$ cat config.mk
export PLATFORM = sky130hd
export DESIGN_NAME = imgfi_regs
export DESIGN_NICKNAME = d
export VERILOG_FILES = /design/src/imgfi_pkg.sv /design/src/imgfi_check.sv /design/src/imgfi_regs.sv
export VERILOG_INCLUDE_DIRS = /design/src
export SDC_FILE = /design/constraint.sdc
export NUM_CORES = 1
export LEC_CHECK = 0
export BUFFER_PORTS_ARGS = -buffer_cell sky130_fd_sc_hd__buf_2
export CELL_PAD_IN_SITES_DETAIL_PLACEMENT = 0
export CELL_PAD_IN_SITES_GLOBAL_PLACEMENT = 2
export CORE_MARGIN = 2
export CORE_UTILIZATION = 42
export DETAILED_ROUTE_END_ITERATION = 12
export PLACE_DENSITY = 0.85
export SYNTH_ARGS = -nofsm -noshare
export SYNTH_HDL_FRONTEND = slang
export SYNTH_SLANG_ARGS = --single-unit
$ cat constraint.sdc
create_clock -name clk_i -period 3.1 [get_ports clk_i]
set_clock_uncertainty 0.2 [all_clocks]
set_input_delay 0.155 -clock clk_i [delete_from_list [all_inputs] [get_ports clk_i]]
set_output_delay 0.155 -clock clk_i [all_outputs]
set_load 0.05 [all_outputs]
$ cat src/imgfi_cfg.svh
// Constants for the image format inquiry register bank
`ifndef IMGFI_CFG_SVH
`define IMGFI_CFG_SVH

// Quadlet byte offsets
`define IMGFI_OFS_POS_STEP   12'h04c
`define IMGFI_OFS_FRAME_PER  12'h050
`define IMGFI_OFS_DEPTH      12'h054
`define IMGFI_OFS_BAYER      12'h058
`define IMGFI_OFS_CHECK      12'h07c

// Field places as vector indices; quadlet bit 0 is vector bit 31
`define IMGFI_COL_STEP_HI    31
`define IMGFI_COL_STEP_LO    16
`define IMGFI_ROW_STEP_HI    15
`define IMGFI_ROW_STEP_LO    0
`define IMGFI_DEPTH_HI       31
`define IMGFI_DEPTH_LO       24
`define IMGFI_BAYER_HI       31
`define IMGFI_BAYER_LO       24
`define IMGFI_PRESENCE_BIT   31
`define IMGFI_SETTING1_BIT   30
`define IMGFI_ERR_GEOM_BIT   23
`define IMGFI_ERR_PKT_BIT    22

// Fixed inquiry values
`define IMGFI_COL_STEP       16'h0002
`define IMGFI_ROW_STEP       16'h0002
`define IMGFI_POS_ALIGN_MASK 16'h0001
`define IMGFI_FMT_MONO8      8'h00
`define IMGFI_DEPTH_MONO8    8'h08
`define IMGFI_DEPTH_NONE     8'h00

// Colour order codes at the window origin
`define IMGFI_BAYER_RGGB     8'h00
`define IMGFI_BAYER_GBRG     8'h01
`define IMGFI_BAYER_GRBG     8'h02
`define IMGFI_BAYER_BGGR     8'h03
`define IMGFI_BAYER_NONE     8'h00

// Settings limits
`define IMGFI_BPP_UNIT_MASK  16'h0003
`define IMGFI_BPP_MAX        16'h1000
`define IMGFI_PKT_MAX        32'h0000_0fff
`define IMGFI_SENSOR_COLS    17'h0_0280
`define IMGFI_SENSOR_ROWS    17'h0_01e0
`define IMGFI_SPEED_MAX      3'h2

// Reset values
`define IMGFI_RST_WORD       32'h0000_0000
`define IMGFI_RST_FMT        8'h00
`define IMGFI_RST_SPEED      3'h0
`define IMGFI_RST_HALF       16'h0000

`endif

$ cat src/imgfi_pkg.sv
// Types shared by the image format inquiry register bank
package imgfi_pkg;

	typedef struct packed {
		logic        rd;
		logic        wr;
		logic [11:0] offset;
		logic [31:0] wdata;
	} imgfi_quad_req_s;

	typedef struct packed {
		logic        ack;
		logic        err;
		logic [31:0] rdata;
	} imgfi_quad_rsp_s;

	typedef struct packed {
		logic [15:0] col;
		logic [15:0] row;
		logic [15:0] width;
		logic [15:0] height;
	} imgfi_geom_s;

	typedef enum logic [1:0] {
		IMGFI_CAP_IDLE   = 2'b00,
		IMGFI_CAP_START  = 2'b01,
		IMGFI_CAP_REFUSE = 2'b10,
		IMGFI_CAP_RUN    = 2'b11
	} imgfi_cap_e;

endpackage : imgfi_pkg

$ cat src/imgfi_check.sv
// Settings checker producing the geometry and packet size error flags
`include "imgfi_cfg.svh"

module imgfi_check (
	input  wire logic                clk_i,
	input  wire logic                rst_b_i,
	input  wire imgfi_pkg::imgfi_geom_s geom_i,
	input  wire logic [7:0]          fmt_i,
	input  wire logic [2:0]          speed_i,
	input  wire logic [15:0]         bpp_i,
	input  wire logic                bpp_wr_i,
	output logic                     geom_err_o,
	output logic                     pkt_err_o
);
	import imgfi_pkg::*;

	logic        geom_err_r;
	logic        pkt_err_r;
	logic [16:0] col_end_w;
	logic [16:0] row_end_w;
	logic        align_bad_w;
	logic        size_bad_w;
	logic        fmt_bad_w;
	logic        speed_bad_w;
	logic        geom_bad_w;
	logic [31:0] frame_bytes_w;
	logic [31:0] capacity_w;
	logic        bpp_bad_w;

	assign col_end_w   = {1'b0, geom_i.col} + {1'b0, geom_i.width};
	assign row_end_w   = {1'b0, geom_i.row} + {1'b0, geom_i.height};
	assign align_bad_w = |((geom_i.col | geom_i.row) & `IMGFI_POS_ALIGN_MASK);
	assign size_bad_w  = (geom_i.width == `IMGFI_RST_HALF) ||
		(geom_i.height == `IMGFI_RST_HALF) ||
		(col_end_w > `IMGFI_SENSOR_COLS) ||
		(row_end_w > `IMGFI_SENSOR_ROWS);
	assign fmt_bad_w   = (fmt_i != `IMGFI_FMT_MONO8);
	assign speed_bad_w = (speed_i > `IMGFI_SPEED_MAX);
	// Bus speed, position, size and format judged together
	assign geom_bad_w  = align_bad_w | size_bad_w | fmt_bad_w | speed_bad_w;

	// One byte a pixel; other formats are already flagged above
	assign frame_bytes_w = {16'h0000, geom_i.width} * {16'h0000, geom_i.height};
	assign capacity_w    = {16'h0000, bpp_i} * `IMGFI_PKT_MAX;
	// Too many packets per frame counts as a bad packet size
	assign bpp_bad_w = (bpp_i == `IMGFI_RST_HALF) ||
		(|(bpp_i & `IMGFI_BPP_UNIT_MASK)) ||
		(bpp_i > `IMGFI_BPP_MAX) ||
		(capacity_w < frame_bytes_w);

	always_ff @(posedge clk_i or negedge rst_b_i) begin
		if (!rst_b_i) begin
			geom_err_r <= 1'b0;
			pkt_err_r  <= 1'b0;
		end else begin
			geom_err_r <= geom_bad_w;
			if (bpp_wr_i) begin
				pkt_err_r <= bpp_bad_w;
			end
		end
	end

	assign geom_err_o = geom_err_r;
	assign pkt_err_o  = pkt_err_r;

endmodule : imgfi_check

$ cat src/imgfi_regs.sv
// Image format inquiry and settings status registers with capture gate
`include "imgfi_cfg.svh"

module imgfi_regs (
	input  wire logic                   clk_i,
	input  wire logic                   rst_b_i,
	input  wire imgfi_pkg::imgfi_quad_req_s quad_req_i,
	output imgfi_pkg::imgfi_quad_rsp_s  quad_rsp_o,
	input  wire logic                   color_unit_i,
	input  wire logic [7:0]             bayer_base_i,
	input  wire imgfi_pkg::imgfi_geom_s region_window_i,
	input  wire logic [7:0]             pixel_format_code_i,
	input  wire logic [2:0]             bus_speed_i,
	input  wire logic [15:0]            packet_bytes_i,
	input  wire logic                   packet_bytes_wr_i,
	input  wire logic                   period_cfg_wr_i,
	input  wire logic [31:0]            frame_period_i,
	input  wire logic                   capture_req_i,
	input  wire logic                   capture_done_i,
	output logic                        capture_start_o,
	output logic                        capture_refused_o,
	output logic                        capture_busy_o,
	output logic                        settings_blocked_o
);
	import imgfi_pkg::*;

	// Response and register state
	logic                   ack_r;
	logic                   ack_nxt;
	logic                   err_r;
	logic                   err_nxt;
	logic [31:0]            rdata_r;
	logic [31:0]            rdata_nxt;
	logic [31:0]            frame_period_r;
	logic                   period_load_r;
	logic [7:0]             depth_r;
	logic [7:0]             depth_nxt;
	logic [7:0]             bayer_r;
	logic [7:0]             bayer_nxt;
	logic                   color_r;
	imgfi_geom_s            geom_seen_r;
	logic [7:0]             fmt_seen_r;
	logic [2:0]             speed_seen_r;
	imgfi_cap_e             cap_state_r;
	imgfi_cap_e             cap_state_nxt;

	// Decode wires
	logic                   access_w;
	logic                   hit_pos_w;
	logic                   hit_period_w;
	logic                   hit_depth_w;
	logic                   hit_bayer_w;
	logic                   hit_check_w;
	logic                   hit_any_w;
	logic                   geom_err_w;
	logic                   pkt_err_w;
	logic                   blocked_w;
	logic                   period_change_w;
	logic [1:0]             origin_odd_w;
	logic [31:0]            word_pos_w;
	logic [31:0]            word_period_w;
	logic [31:0]            word_depth_w;
	logic [31:0]            word_bayer_w;
	logic [31:0]            word_check_w;

	imgfi_check u_check (
		.clk_i      (clk_i),
		.rst_b_i    (rst_b_i),
		.geom_i     (region_window_i),
		.fmt_i      (pixel_format_code_i),
		.speed_i    (bus_speed_i),
		.bpp_i      (packet_bytes_i),
		.bpp_wr_i   (packet_bytes_wr_i),
		.geom_err_o (geom_err_w),
		.pkt_err_o  (pkt_err_w)
	);

	// Quadlet address decode
	assign access_w     = quad_req_i.rd | quad_req_i.wr;
	assign hit_pos_w    = (quad_req_i.offset == `IMGFI_OFS_POS_STEP);
	assign hit_period_w = (quad_req_i.offset == `IMGFI_OFS_FRAME_PER);
	assign hit_depth_w  = (quad_req_i.offset == `IMGFI_OFS_DEPTH);
	assign hit_bayer_w  = (quad_req_i.offset == `IMGFI_OFS_BAYER);
	assign hit_check_w  = (quad_req_i.offset == `IMGFI_OFS_CHECK);
	assign hit_any_w    = hit_pos_w | hit_period_w | hit_depth_w |
		hit_bayer_w | hit_check_w;

	// Read words; quadlet bit 0 sits on vector bit 31
	always_comb begin
		word_pos_w = `IMGFI_RST_WORD;
		word_pos_w[`IMGFI_COL_STEP_HI:`IMGFI_COL_STEP_LO] =
			`IMGFI_COL_STEP;
		word_pos_w[`IMGFI_ROW_STEP_HI:`IMGFI_ROW_STEP_LO] =
			`IMGFI_ROW_STEP;
	end

	assign word_period_w = frame_period_r;

	// Reserved bits of every word stay zero
	always_comb begin
		word_depth_w = `IMGFI_RST_WORD;
		word_depth_w[`IMGFI_DEPTH_HI:`IMGFI_DEPTH_LO] = depth_r;
	end

	always_comb begin
		word_bayer_w = `IMGFI_RST_WORD;
		word_bayer_w[`IMGFI_BAYER_HI:`IMGFI_BAYER_LO] = bayer_r;
	end

	// Bit 1 reads zero: dependent updates never wait on software
	always_comb begin
		word_check_w = `IMGFI_RST_WORD;
		word_check_w[`IMGFI_PRESENCE_BIT] = color_r;
		word_check_w[`IMGFI_SETTING1_BIT] = 1'b0;
		word_check_w[`IMGFI_ERR_GEOM_BIT] = geom_err_w;
		word_check_w[`IMGFI_ERR_PKT_BIT]  = pkt_err_w;
	end

	// Every register here is read-only; writes are acked and dropped
	always_comb begin
		ack_nxt   = access_w;
		err_nxt   = access_w & ~hit_any_w;
		rdata_nxt = `IMGFI_RST_WORD;
		if (quad_req_i.rd) begin
			case (1'b1)
				hit_pos_w:    rdata_nxt = word_pos_w;
				hit_period_w: rdata_nxt = word_period_w;
				hit_depth_w:  rdata_nxt = word_depth_w;
				hit_bayer_w:  rdata_nxt = word_bayer_w;
				hit_check_w:  rdata_nxt = word_check_w;
				default:      rdata_nxt = `IMGFI_RST_WORD;
			endcase
		end
	end

	// Depth from the pixel format; unknown codes read zero
	always_comb begin
		case (pixel_format_code_i)
			`IMGFI_FMT_MONO8: depth_nxt = `IMGFI_DEPTH_MONO8;
			default:          depth_nxt = `IMGFI_DEPTH_NONE;
		endcase
	end

	// Odd start column or row shifts the colour order by one pixel
	assign origin_odd_w = {region_window_i.col[0], region_window_i.row[0]};

	always_comb begin
		if (color_r) begin
			bayer_nxt = bayer_base_i ^ {6'h00, origin_odd_w};
		end else begin
			bayer_nxt = `IMGFI_BAYER_NONE;
		end
	end

	// A period write or a change of window, format or bus speed reloads the period two edges later
	assign period_change_w = period_cfg_wr_i |
		(region_window_i != geom_seen_r) |
		(pixel_format_code_i != fmt_seen_r) |
		(bus_speed_i != speed_seen_r);

	always_ff @(posedge clk_i or negedge rst_b_i) begin
		if (!rst_b_i) begin
			ack_r   <= 1'b0;
			err_r   <= 1'b0;
			rdata_r <= `IMGFI_RST_WORD;
		end else begin
			ack_r   <= ack_nxt;
			err_r   <= err_nxt;
			rdata_r <= rdata_nxt;
		end
	end

	always_ff @(posedge clk_i or negedge rst_b_i) begin
		if (!rst_b_i) begin
			geom_seen_r  <= '0;
			fmt_seen_r   <= `IMGFI_RST_FMT;
			speed_seen_r <= `IMGFI_RST_SPEED;
			period_load_r <= 1'b0;
		end else begin
			geom_seen_r  <= region_window_i;
			fmt_seen_r   <= pixel_format_code_i;
			speed_seen_r <= bus_speed_i;
			period_load_r <= period_change_w;
		end
	end

	// One cycle of slack lets the timing core settle its new period
	always_ff @(posedge clk_i or negedge rst_b_i) begin
		if (!rst_b_i) begin
			frame_period_r <= `IMGFI_RST_WORD;
		end else if (period_load_r) begin
			frame_period_r <= frame_period_i;
		end
	end

	always_ff @(posedge clk_i or negedge rst_b_i) begin
		if (!rst_b_i) begin
			depth_r <= `IMGFI_DEPTH_NONE;
			bayer_r <= `IMGFI_BAYER_NONE;
			color_r <= 1'b0;
		end else begin
			depth_r <= depth_nxt;
			bayer_r <= bayer_nxt;
			color_r <= color_unit_i;
		end
	end

	// Capture gate
	assign blocked_w = geom_err_w | pkt_err_w;

	always_comb begin
		cap_state_nxt = cap_state_r;
		case (cap_state_r)
			IMGFI_CAP_IDLE: begin
				if (capture_req_i && blocked_w) begin
					cap_state_nxt = IMGFI_CAP_REFUSE;
				end else if (capture_req_i) begin
					cap_state_nxt = IMGFI_CAP_START;
				end
			end
			IMGFI_CAP_START: begin
				cap_state_nxt = IMGFI_CAP_RUN;
			end
			IMGFI_CAP_REFUSE: begin
				cap_state_nxt = IMGFI_CAP_IDLE;
			end
			IMGFI_CAP_RUN: begin
				if (capture_done_i) begin
					cap_state_nxt = IMGFI_CAP_IDLE;
				end
			end
			default: begin
				cap_state_nxt = IMGFI_CAP_IDLE;
			end
		endcase
	end

	always_ff @(posedge clk_i or negedge rst_b_i) begin
		if (!rst_b_i) begin
			cap_state_r <= IMGFI_CAP_IDLE;
		end else begin
			cap_state_r <= cap_state_nxt;
		end
	end

	// A capture already running is not cut short by a late error
	assign capture_start_o    = (cap_state_r == IMGFI_CAP_START);
	assign capture_refused_o  = (cap_state_r == IMGFI_CAP_REFUSE);
	assign capture_busy_o     = (cap_state_r == IMGFI_CAP_START) |
		(cap_state_r == IMGFI_CAP_RUN);
	assign settings_blocked_o = blocked_w;

	assign quad_rsp_o.ack   = ack_r;
	assign quad_rsp_o.err   = err_r;
	assign quad_rsp_o.rdata = rdata_r;

endmodule : imgfi_regs

==> results of run 1 <==
-- cell families (layout without fill, tap and decap cells) --
family	Yosys count	in the layout	synth area share, %
AOI/OAI and AO/OA	294	294	9.63
xor gates and xnor gates	116	116	4.90
adders and majority gates	524	524	42.3
buffers and inverters	507	1196	9.22
DFF	156	156	18.8
muxes	41	41	2.17
other	0	1	0
and+or+nand+nor	525	525	13.0
-- how the worst max path moves through the flow --
stage | start | endpoint | cells after the start
CTS | region_window_i[22] | u_check.pkt_err_o | 31
global route | region_window_i[4] | u_check.pkt_err_o | 31
floorplan | region_window_i[23] | u_check.pkt_err_o | 32
detailed placement | packet_bytes_i[7] | u_check.pkt_err_o | 28
finish | region_window_i[4] | u_check.pkt_err_o | 32
global placement | region_window_i[1] | u_check.pkt_err_o | 29
-- cell type report --
| type | count | area, µm² | share of cell area, % |
|---|---|---|---|
| Tap cell | 664 | 831 | 2.96 |
| Sequential cell | 156 | 3900 | 13.9 |
| Timing Repair Buffer | 736 | 5630 | 20.1 |
| Clock buffer | 21 | 470 | 1.68 |
| Clock inverter | 11 | 133 | 0.473 |
| Multi-Input combinational cell | 1500 | 15500 | 55.1 |
| Antenna cell | 1 | 2.50 | 0.00892 |
| Inverter | 428 | 1610 | 5.75 |
-- layer usage --
layer / part of all wire [%] / vias to the layer above / GRT usage, %
li1: - / 8273 / -
met1: 43 / 8828 / 31.9
met2: 50 / 407 / 43.4
met3: 5.5 / 73 / 3.73
met4: 1.9 / 2 / 5.37
met5: 0.030 / - / 0
-- sequential cells by signal, summed over array words and instances, names as in the netlist --
signal              flops
geom_seen_r            64
frame_period_r         32
rdata_r                32
bayer_r                 8
fmt_seen_r              8
speed_seen_r            3
cap_state_r             2
ack_r                   1
color_r                 1
depth_r                 1
err_r                   1
period_load_r           1
u_check.geom_err_o      1
u_check.pkt_err_o       1
-- worst min-delay path: cells and delay by family --
kind | cells | cell delay [ps]
AOI/OAI and AO/OA | 1 | 150
buffers and inverters | 1 | 120
and+or+nand+nor | 3 | 230
-- placed cells by master (no fill, tap or decap), types with 7 or more instances in the layout --
master	netlist	layout
a211oi_1	11	8
a21o_1	37	37
a21oi_1	72	61
a21oi_2	1	11
and2_1	128	122
and3_1	21	21
buf_2	1	165
buf_4	2	405
buf_6	0	24
clkbuf_16	0	17
dfrtp_1	156	156
dlygate4sd3_1	0	133
fa_1	294	284
fa_2	0	10
ha_1	230	215
ha_4	0	13
inv_1	428	422
mux2_2	31	31
mux2i_1	10	9
nand2_1	178	176
nand2b_1	19	19
nand3_1	21	20
nand4_1	20	20
nor2_1	54	53
nor2b_1	17	17
nor3_1	11	8
nor4_1	28	23
o21a_1	15	15
o21ai_0	54	41
o21ai_1	0	7
o21ai_2	1	7
o21bai_1	8	8
o22ai_1	11	11
o2bb2ai_1	9	7
xnor2_1	66	66
xor2_1	50	50
-- what timing repair did --
| action | in CTS | in global routing |
|---|---|---|
| pin swaps | 58 | 38 |
| gates resized for setup | 85 | 55 |
| setup endpoints to repair | 2 | 3 |
| setup buffers | 11 | 6 |
| endpoints found under the hold margin | 206 | 1 |
| hold buffers | 132 | 1 |
-- through the flow --
stage                     hold slack (ps)  std cells  setup slack (ps)  cell area (µm²)
after floorplan                      -341       2163             -3640            21100
after global placement              -29.9       3335             -4120            25400
after detailed placement            -23.7       3335             -4260            25400
after CTS                            8.42       3510             -3520            27700
after global routing                 84.7       3516             -3850            28000
final                                54.7       3517             -3580            28000
==> key figures, run 1 <==
Worst setup path
  • Critical path type: in -> reg
  • CP arrival: approximately 7000 ps
  • Crit path max-delay family: adder cells
  • Crit-path slowest cell: fa_1
  • Reg2Reg Depth: 5
  • Worst path max stage delay: 540 ps
  • CP startpoint kind: input pin
  • CP Data Required Time: ~3200 ps
  • R2r setup slk: 1000 ps
  • CP most frequent cell: fa_1
  • Crit path max fanout: 14
  • RR Startpoint: fmt_seen_r[7]
  • Worst reg2reg path endpoint: period_load_r
  • Worst setup EP type: register
  • WP buf/inv: 11

Placement
  • GP Congestion: 0.921
  • Final HPWL DP: 50.1 mm
  • Port Buffers: roughly 190

Route
  • Routed WL per cell: 17.3 µm
  • DRT Pass-1 Iters: 5
  • Final WL: 61.0 mm
  • DR iter-0 viols: 867
  • Routed Antenna Nets: 0
  • Vias/cell: ~5
  • DRC violation count after routing: 0
  • Vias: about 18000

Synthesis
  • Most common cell in the netlist: inv_1
  • Synth warn: 0
  • Synth Register Bits: about 160
  • Yosys top cell area share: around 28%
  • Top FF cell, synth: dfrtp_1
  • Mapped Nets: 2871
  • Synth area leaders: fa_1 (28%), dfrtp_1 (19%), ha_1 (14%)
  • Avg Cell Area, Syn: 9.59 µm²
  • Synth Instances: 2163
  • Post-synth top cells: inv_1 (428), fa_1 (294), ha_1 (230)
  • Synthesized area: 0.0207 mm²
  • Fraction of registers with async set/reset: 100%
  • EDFF count, synth: 0
  • Yosys top cell by area: fa_1
  • Post-synthesis sequential area ratio: 18.8%
  • Synth cell types: 67

Timing
  • Setup Viol. Count Final: 2
  • RSZ-0062 raised after global routing: true
  • Minimum clock period: 6680 ps
  • Slew margin rel.: about 57%
  • Post-route clock period utilization: 215%
  • Worst-Margin Slew: 642 ps
  • Setup TNS: -3590 ps
  • Max frequency: 150 MHz
  • Final Hold Violating Endpoints: 0
  • Max-slew violations: 0
  • Final worst slack: -3580 ps

Die
  • # rows: 81
  • Top Ports: 222
  • Total die area: slightly above 0.05 mm²
  • Die Y: 226 µm
  • Core Area: 0.0488 mm²
  • Chip width: 226 µm
  • Initial Utilization: 42.4%

Clock tree
  • Clock Tree Buf Depth: 2
  • CTS tree: yes
  • CTS HTree Levels: 4
  • TritonCTS Buffers: 17
  • Root Buffer: clkbuf_16
  • Clk_lat worst skew: 440 ps
  • Worst-path clk slew: 70 ps
  • Clock sink total: 156

Hold path
  • Hold path start: quad_req_i[36]
  • Hold Path Class: in -> reg
  • WHS Path Cells: 5
  • Hold EP: rdata_r[31]

Cells and area
  • Fillcell total: 4337
  • Final nets: 3547
  • Area delta synth->final: 35.2%
  • Share of post-route cells with drive strength above 1: 26.8%
  • Core Util, Final: 57.4%

Global route
  • Antenna violations before repair: 1
  • GRT Overall Usage: about a quarter
  • Vias in the first global route: roughly 19000
  • Largest net degree at the start of global routing: 64
  • Grt total ovfl: 0
  • First-pass GRT wire length: 98.3 mm

Run status
  • Failing checks: setup timing
  • Status: finished, violations left

Flow run
  • Max_cap viols: 0
Power of run 1 is not shown: default switching activity piles up to over one toggle a cycle in this logic, so the estimate is an artifact.
==> inputs of run 2 (changes only) <==
--- a/config.mk
+++ b/config.mk
@@ -13,6 +13,7 @@
 export CORE_UTILIZATION = 42
 export DETAILED_ROUTE_END_ITERATION = 12
 export PLACE_DENSITY = 0.85
+export REMOVE_ABC_BUFFERS = 1
 export SYNTH_ARGS = -nofsm -noshare
 export SYNTH_HDL_FRONTEND = slang
 export SYNTH_SLANG_ARGS = --single-unit
==> run 2 against run 1 <==
The flow still finishes with violations (setup timing). Global-route usage increased by 0.42 points. Design area decreased by 0.63%. Critical path depth decreased by 1. Via count decreased by 0.77%.
==> key figures, run 2 (same netlist as run 1, synthesis figures left out) <==
Run status
  • Status: finished, violations left
  • Failing checks: setup timing

Global route
  • Antenna violations before repair: 1
  • GRT Overall Usage: 25.0%
  • First-pass GRT wire length: 100 mm
  • Largest net degree at the start of global routing: 74
  • Vias in the first global route: 19000
  • Grt total ovfl: 0

Route
  • DRC violation count after routing: 0
  • DRT Pass-1 Iters: 5
  • DR iter-0 viols: 883
  • Vias: 17400
  • Final WL: 60.6 mm
  • Vias/cell: 4.99
  • Routed Antenna Nets: 0
  • Routed WL per cell: 17.3 µm

Die
  • Core Area: 0.0488 mm²
  • # rows: 81
  • Die Y: 226 µm
  • Chip width: around 230 µm
  • Initial Utilization: 42.4%
  • Total die area: 0.0512 mm²
  • Top Ports: 222

Timing
  • Slew margin rel.: 49.7%
  • Worst-Margin Slew: 754 ps
  • Final Hold Violating Endpoints: 0
  • Setup Viol. Count Final: 2
  • Setup TNS: -3560 ps
  • Max-slew violations: 0
  • RSZ-0062 raised after global routing: true
  • Max frequency: 151 MHz
  • Post-route clock period utilization: 214%
  • Minimum clock period: 6640 ps
  • Final worst slack: -3540 ps

Worst setup path
  • Worst setup EP type: register
  • CP startpoint kind: input pin
  • Reg2Reg Depth: 5
  • CP Data Required Time: 3230 ps
  • Worst path max stage delay: roughly 530 ps
  • CP most frequent cell: fa_1
  • CP arrival: 6770 ps
  • Crit-path slowest cell: fa_1
  • Crit path max fanout: 16
  • RR Startpoint: geom_seen_r[38]
  • Critical path type: in -> reg
  • Worst reg2reg path endpoint: period_load_r
  • R2r setup slk: 1140 ps

Hold path
  • Hold EP: rdata_r[1]
  • Hold path start: quad_req_i[32]
  • Hold Path Class: in -> reg
  • WHS Path Cells: 6

Cells and area
  • Max reg flops: 64
  • Most flops, register: geom_seen_r
  • Fillcell total: 4315
  • Final nets: 3528
  • Biggest regs: geom_seen_r: 64 flops, frame_period_r: 32 flops, rdata_r: 32 flops
  • Commonest non-fill, non-tap cell in the layout: inv_1
  • Most frequent cells in the layout: inv_1 (423), buf_4 (394), fa_1 (287)
  • Area delta synth->final: 34.4%
  • ANT cells: 0
  • Share of post-route cells with drive strength above 1: 26.3%

Clock tree
  • Clock sink total: 156
  • Clock Tree Buf Depth: 2
  • CTS tree: yes
  • Root Buffer: clkbuf_16
  • TritonCTS Buffers: 17
  • Clk_lat worst skew: approximately 440 ps
  • CTS HTree Levels: 4
  • Worst-path clk slew: ~70 ps

Placement
  • Port Buffers: about 190
  • Final HPWL DP: 50.1 mm
  • GP Congestion: ~0.9

Flow run
  • Max_cap viols: 0
-- run 2: how the worst max path moves through the flow --
stage	start	endpoint	slack, ps	cells after the start
floorplan	region_window_i[4]	u_check.pkt_err_o	-3730	26
global placement	region_window_i[4]	u_check.pkt_err_o	-4350	31
detailed placement	region_window_i[21]	u_check.pkt_err_o	-4570	31
CTS	region_window_i[28]	u_check.pkt_err_o	-3580	29
global route	region_window_i[4]	u_check.pkt_err_o	-3840	31
finish	region_window_i[4]	u_check.pkt_err_o	-3540	31
-- run 2: area by class of cell --
| class | instances | area, µm² | share of cell area, % |
|---|---|---|---|
| clock buffer | 18 | 439 | 1.58 |
| clock inverter | 14 | 166 | 0.597 |
| inverter | 428 | 1610 | 5.78 |
| multi-input combinational | 1500 | 15400 | 55.3 |
| sequential | 156 | 3900 | 14.0 |
| tap | 664 | 831 | 2.98 |
| timing repair buffer | 717 | 5520 | 19.8 |
-- run 2: worst max-delay path, delay by kind of cell --
kind                     cells  cell delay, ps
buffers and inverters        6             510
adder cells (fa/ha/maj)      8            3530
XOR/XNOR                     1             170
AND/OR/NAND/NOR              9            1350
AO/OA/AOI/OAI                7            1040
-- run 2: layer usage --
| metal | track usage (%) | routed length (µm) |
|---|---|---|
| met3 | 4.01 | 3450 |
| met1 | 34.4 | 27400 |
| met5 | 0 | 12 |
| met4 | 4.48 | 997 |
| met2 | 42.1 | 28800 |
-- run 2: what timing repair did --
action / CTS / global route
gates resized for setup: 132 / 37
hold buffers: 123 / 0
hold endpoints to repair: 213 / 0
gates cloned: 0 / 1
pin swaps: 58 / 32
setup buffers: 20 / 6
setup endpoints to repair: 2 / 2
-- run 2: metrics by stage --
step                      setup WS [ps]  utilization (%)  hold slack, ps  cells  area (µm²)
after floorplan                   -3730                -            -341   2084       20400
after CTS                         -3580             56.6            2.68   3492       27600
after detailed placement          -4570             51.5            48.8   3319       25100
final                             -3540             57.1            32.5   3497       27900
after global routing              -3840             57.1            16.3   3497       27900
after global placement            -4350             51.5            40.8   3319       25100
Power of run 2 is left out for the same reason.
==> inputs of run 3 (changes only) <==
--- a/config.mk
+++ b/config.mk
@@ -9,7 +9,7 @@
 export BUFFER_PORTS_ARGS = -buffer_cell sky130_fd_sc_hd__buf_2
 export CELL_PAD_IN_SITES_DETAIL_PLACEMENT = 0
 export CELL_PAD_IN_SITES_GLOBAL_PLACEMENT = 2
-export CORE_MARGIN = 2
+export CORE_MARGIN = 3
 export CORE_UTILIZATION = 42
 export DETAILED_ROUTE_END_ITERATION = 12
 export PLACE_DENSITY = 0.85
==> run 3 against run 2 <==
The flow still finishes with violations (setup timing). Setup slack gained 35 ps. Cell count about the same. Wire length rose by 0.21%. Design area rose by 0.52%. Non-clock buffer count rose by 5. Via count up 1.0%. Largest cell class unchanged. Highest routed layer is now met4.
==> key figures, run 3 (same netlist as run 1, synthesis figures left out) <==
Worst setup path
  • Worst reg2reg path endpoint: period_load_r
  • Worst path max stage delay: 570 ps
  • CP arrival: 6750 ps
  • CP Data Required Time: between 3000 and 4000 ps
  • Crit path max fanout: 7
  • CP startpoint kind: input pin
  • Worst setup EP type: register
  • Critical path type: in -> reg
  • RR Startpoint: geom_seen_r[36]
  • Reg2Reg Depth: 5
  • Crit-path slowest cell: fa_2
  • R2r setup slk: between 1000 and 1500 ps

Cells and area
  • Final nets: 3533
  • Area delta synth->final: 35.1%
  • Most flops, register: geom_seen_r
  • Share of post-route cells with drive strength above 1: between 20% and 30%
  • Fillcell total: 4289
  • Commonest non-fill, non-tap cell in the layout: inv_1
  • Biggest regs: geom_seen_r: 64 flops, frame_period_r: 32 flops, rdata_r: 32 flops
  • Most frequent cells in the layout: inv_1 (418), buf_4 (393), fa_1 (282)
  • Max reg flops: between 60 and 70
  • Core Util, Final: around 58%

Flow run
  • Max_cap viols: 0

Global route
  • Antenna violations before repair: 0
  • Grt total ovfl: 0
  • Vias in the first global route: between 15000 and 20000
  • First-pass GRT wire length: 99.1 mm
  • Largest net degree at the start of global routing: 70
  • GRT Overall Usage: between 20% and 30%

Route
  • DR iter-0 viols: 860
  • Vias/cell: 5.04
  • Vias: 17600
  • DRC violation count after routing: 0
  • DRT Pass-1 Iters: 5
  • Final WL: 60.8 mm
  • Routed WL per cell: approximately 17 µm
  • Routed Antenna Nets: 0

Timing
  • Setup Viol. Count Final: 1
  • Minimum clock period: 6610 ps
  • Max frequency: 151 MHz
  • Worst-Margin Slew: 624 ps
  • Final Hold Violating Endpoints: 0
  • Smallest hold slack: 19.8 ps
  • Slew margin rel.: 58.2%
  • Max-slew violations: 0
  • RSZ-0062 raised after global routing: true
  • Final worst slack: -3510 ps
  • Post-route clock period utilization: 213%

Hold path
  • WHS Path Cells: 3
  • Hold Path Class: in -> reg
  • Hold EP: geom_seen_r[0]
  • Hold path start: region_window_i[0]

Run status
  • Status: finished, violations left
  • Failing checks: setup timing

Clock tree
  • Worst-path clk slew: 80 ps
  • Clk_lat worst skew: 450 ps
  • Root Buffer: clkbuf_16
  • Clock sink total: 156
  • Clock Tree Buf Depth: 2
  • TritonCTS Buffers: 17
  • CTS HTree Levels: 4
  • CTS tree: yes

Placement
  • Post-place setup slack: -4540 ps
  • GP Congestion: 0.920
  • Port Buffers: 189
  • Final HPWL DP: 50.1 mm

Die
  • Die Y: 228 µm
  • Chip width: 228 µm
  • # rows: 80
  • Top Ports: 222
  • Total die area: approximately 0.052 mm²
  • Initial Utilization: 43.0%
  • Core Area: 0.0482 mm²
==> run 3: cell types whose count changed in the layout (fill, tap and decap cells not counted), sizes merged <==
cell,change
clkinv,-3
dlygate4sd3,+2
clkinvlp,+2
clkbuf,+2
diode,+1
bufinv,+2
==> run 3: final cells by class <==
cell class                 instances  area, µm²  area share (%)
inverter                         428       1610            5.75
clock inverter                    15        200           0.715
sequential                       156       3900            13.9
timing repair buffer             722       5540            19.8
tap                              656        821            2.93
clock buffer                      17        425            1.52
antenna                            1       2.50         0.00893
multi-input combinational       1500      15500            55.4
==> run 3: what timing repair did <==
action | in CTS | in global routing
endpoints found under the hold margin | 212 | 1
pin swaps | 50 | 64
setup endpoints to repair | 2 | 2
gates resized for setup | 128 | 71
setup buffers | 15 | 7
cloned | 0 | 0
hold buffers | 124 | 1
==> run 3: worst max-delay path by stage <==
| stage | start | endpoint | slack, ps | depth (start not counted) |
|---|---|---|---|---|
| 2_1_floorplan | region_window_i[4] | u_check.pkt_err_o | -3730 | 26 |
| 3_3_place_gp | region_window_i[4] | u_check.pkt_err_o | -4350 | 31 |
| 3_5_place_dp | region_window_i[21] | u_check.pkt_err_o | -4540 | 30 |
| 4_1_cts | packet_bytes_i[8] | u_check.pkt_err_o | -3590 | 27 |
| 5_1_grt | region_window_i[21] | u_check.pkt_err_o | -3810 | 31 |
| 6_report | region_window_i[22] | u_check.pkt_err_o | -3510 | 29 |
==> run 3: metal layers <==
metal / part of all wire [%] / global-route usage, % / wire [µm]
met3: 6.0 / 4.23 / 3620
met5: 0 / 0 / 0
met2: 47 / 39.1 / 28700
met4: 2.0 / 4.99 / 1190
met1: 45 / 32.9 / 27300
==> run 3: worst max-delay path: cells and delay by family <==
family	cells	cell delay, ps
fa+ha+maj	8	3540
simple gates	7	1130
buf+inv	9	1080
compound gates	4	700
xor+xnor	1	140
==> run 3: through the flow <==
step / TNS, ps / area, µm² / std cells
final: -3510 / 28000 / 3495
after global routing: -3920 / 28000 / 3494
after CTS: -3620 / 27600 / 3487
after detailed placement: -5560 / 25200 / 3319
after global placement: -5270 / 25200 / 3319
after floorplan: -3730 / 20400 / 2084
Power of run 3 is left out for the same reason.
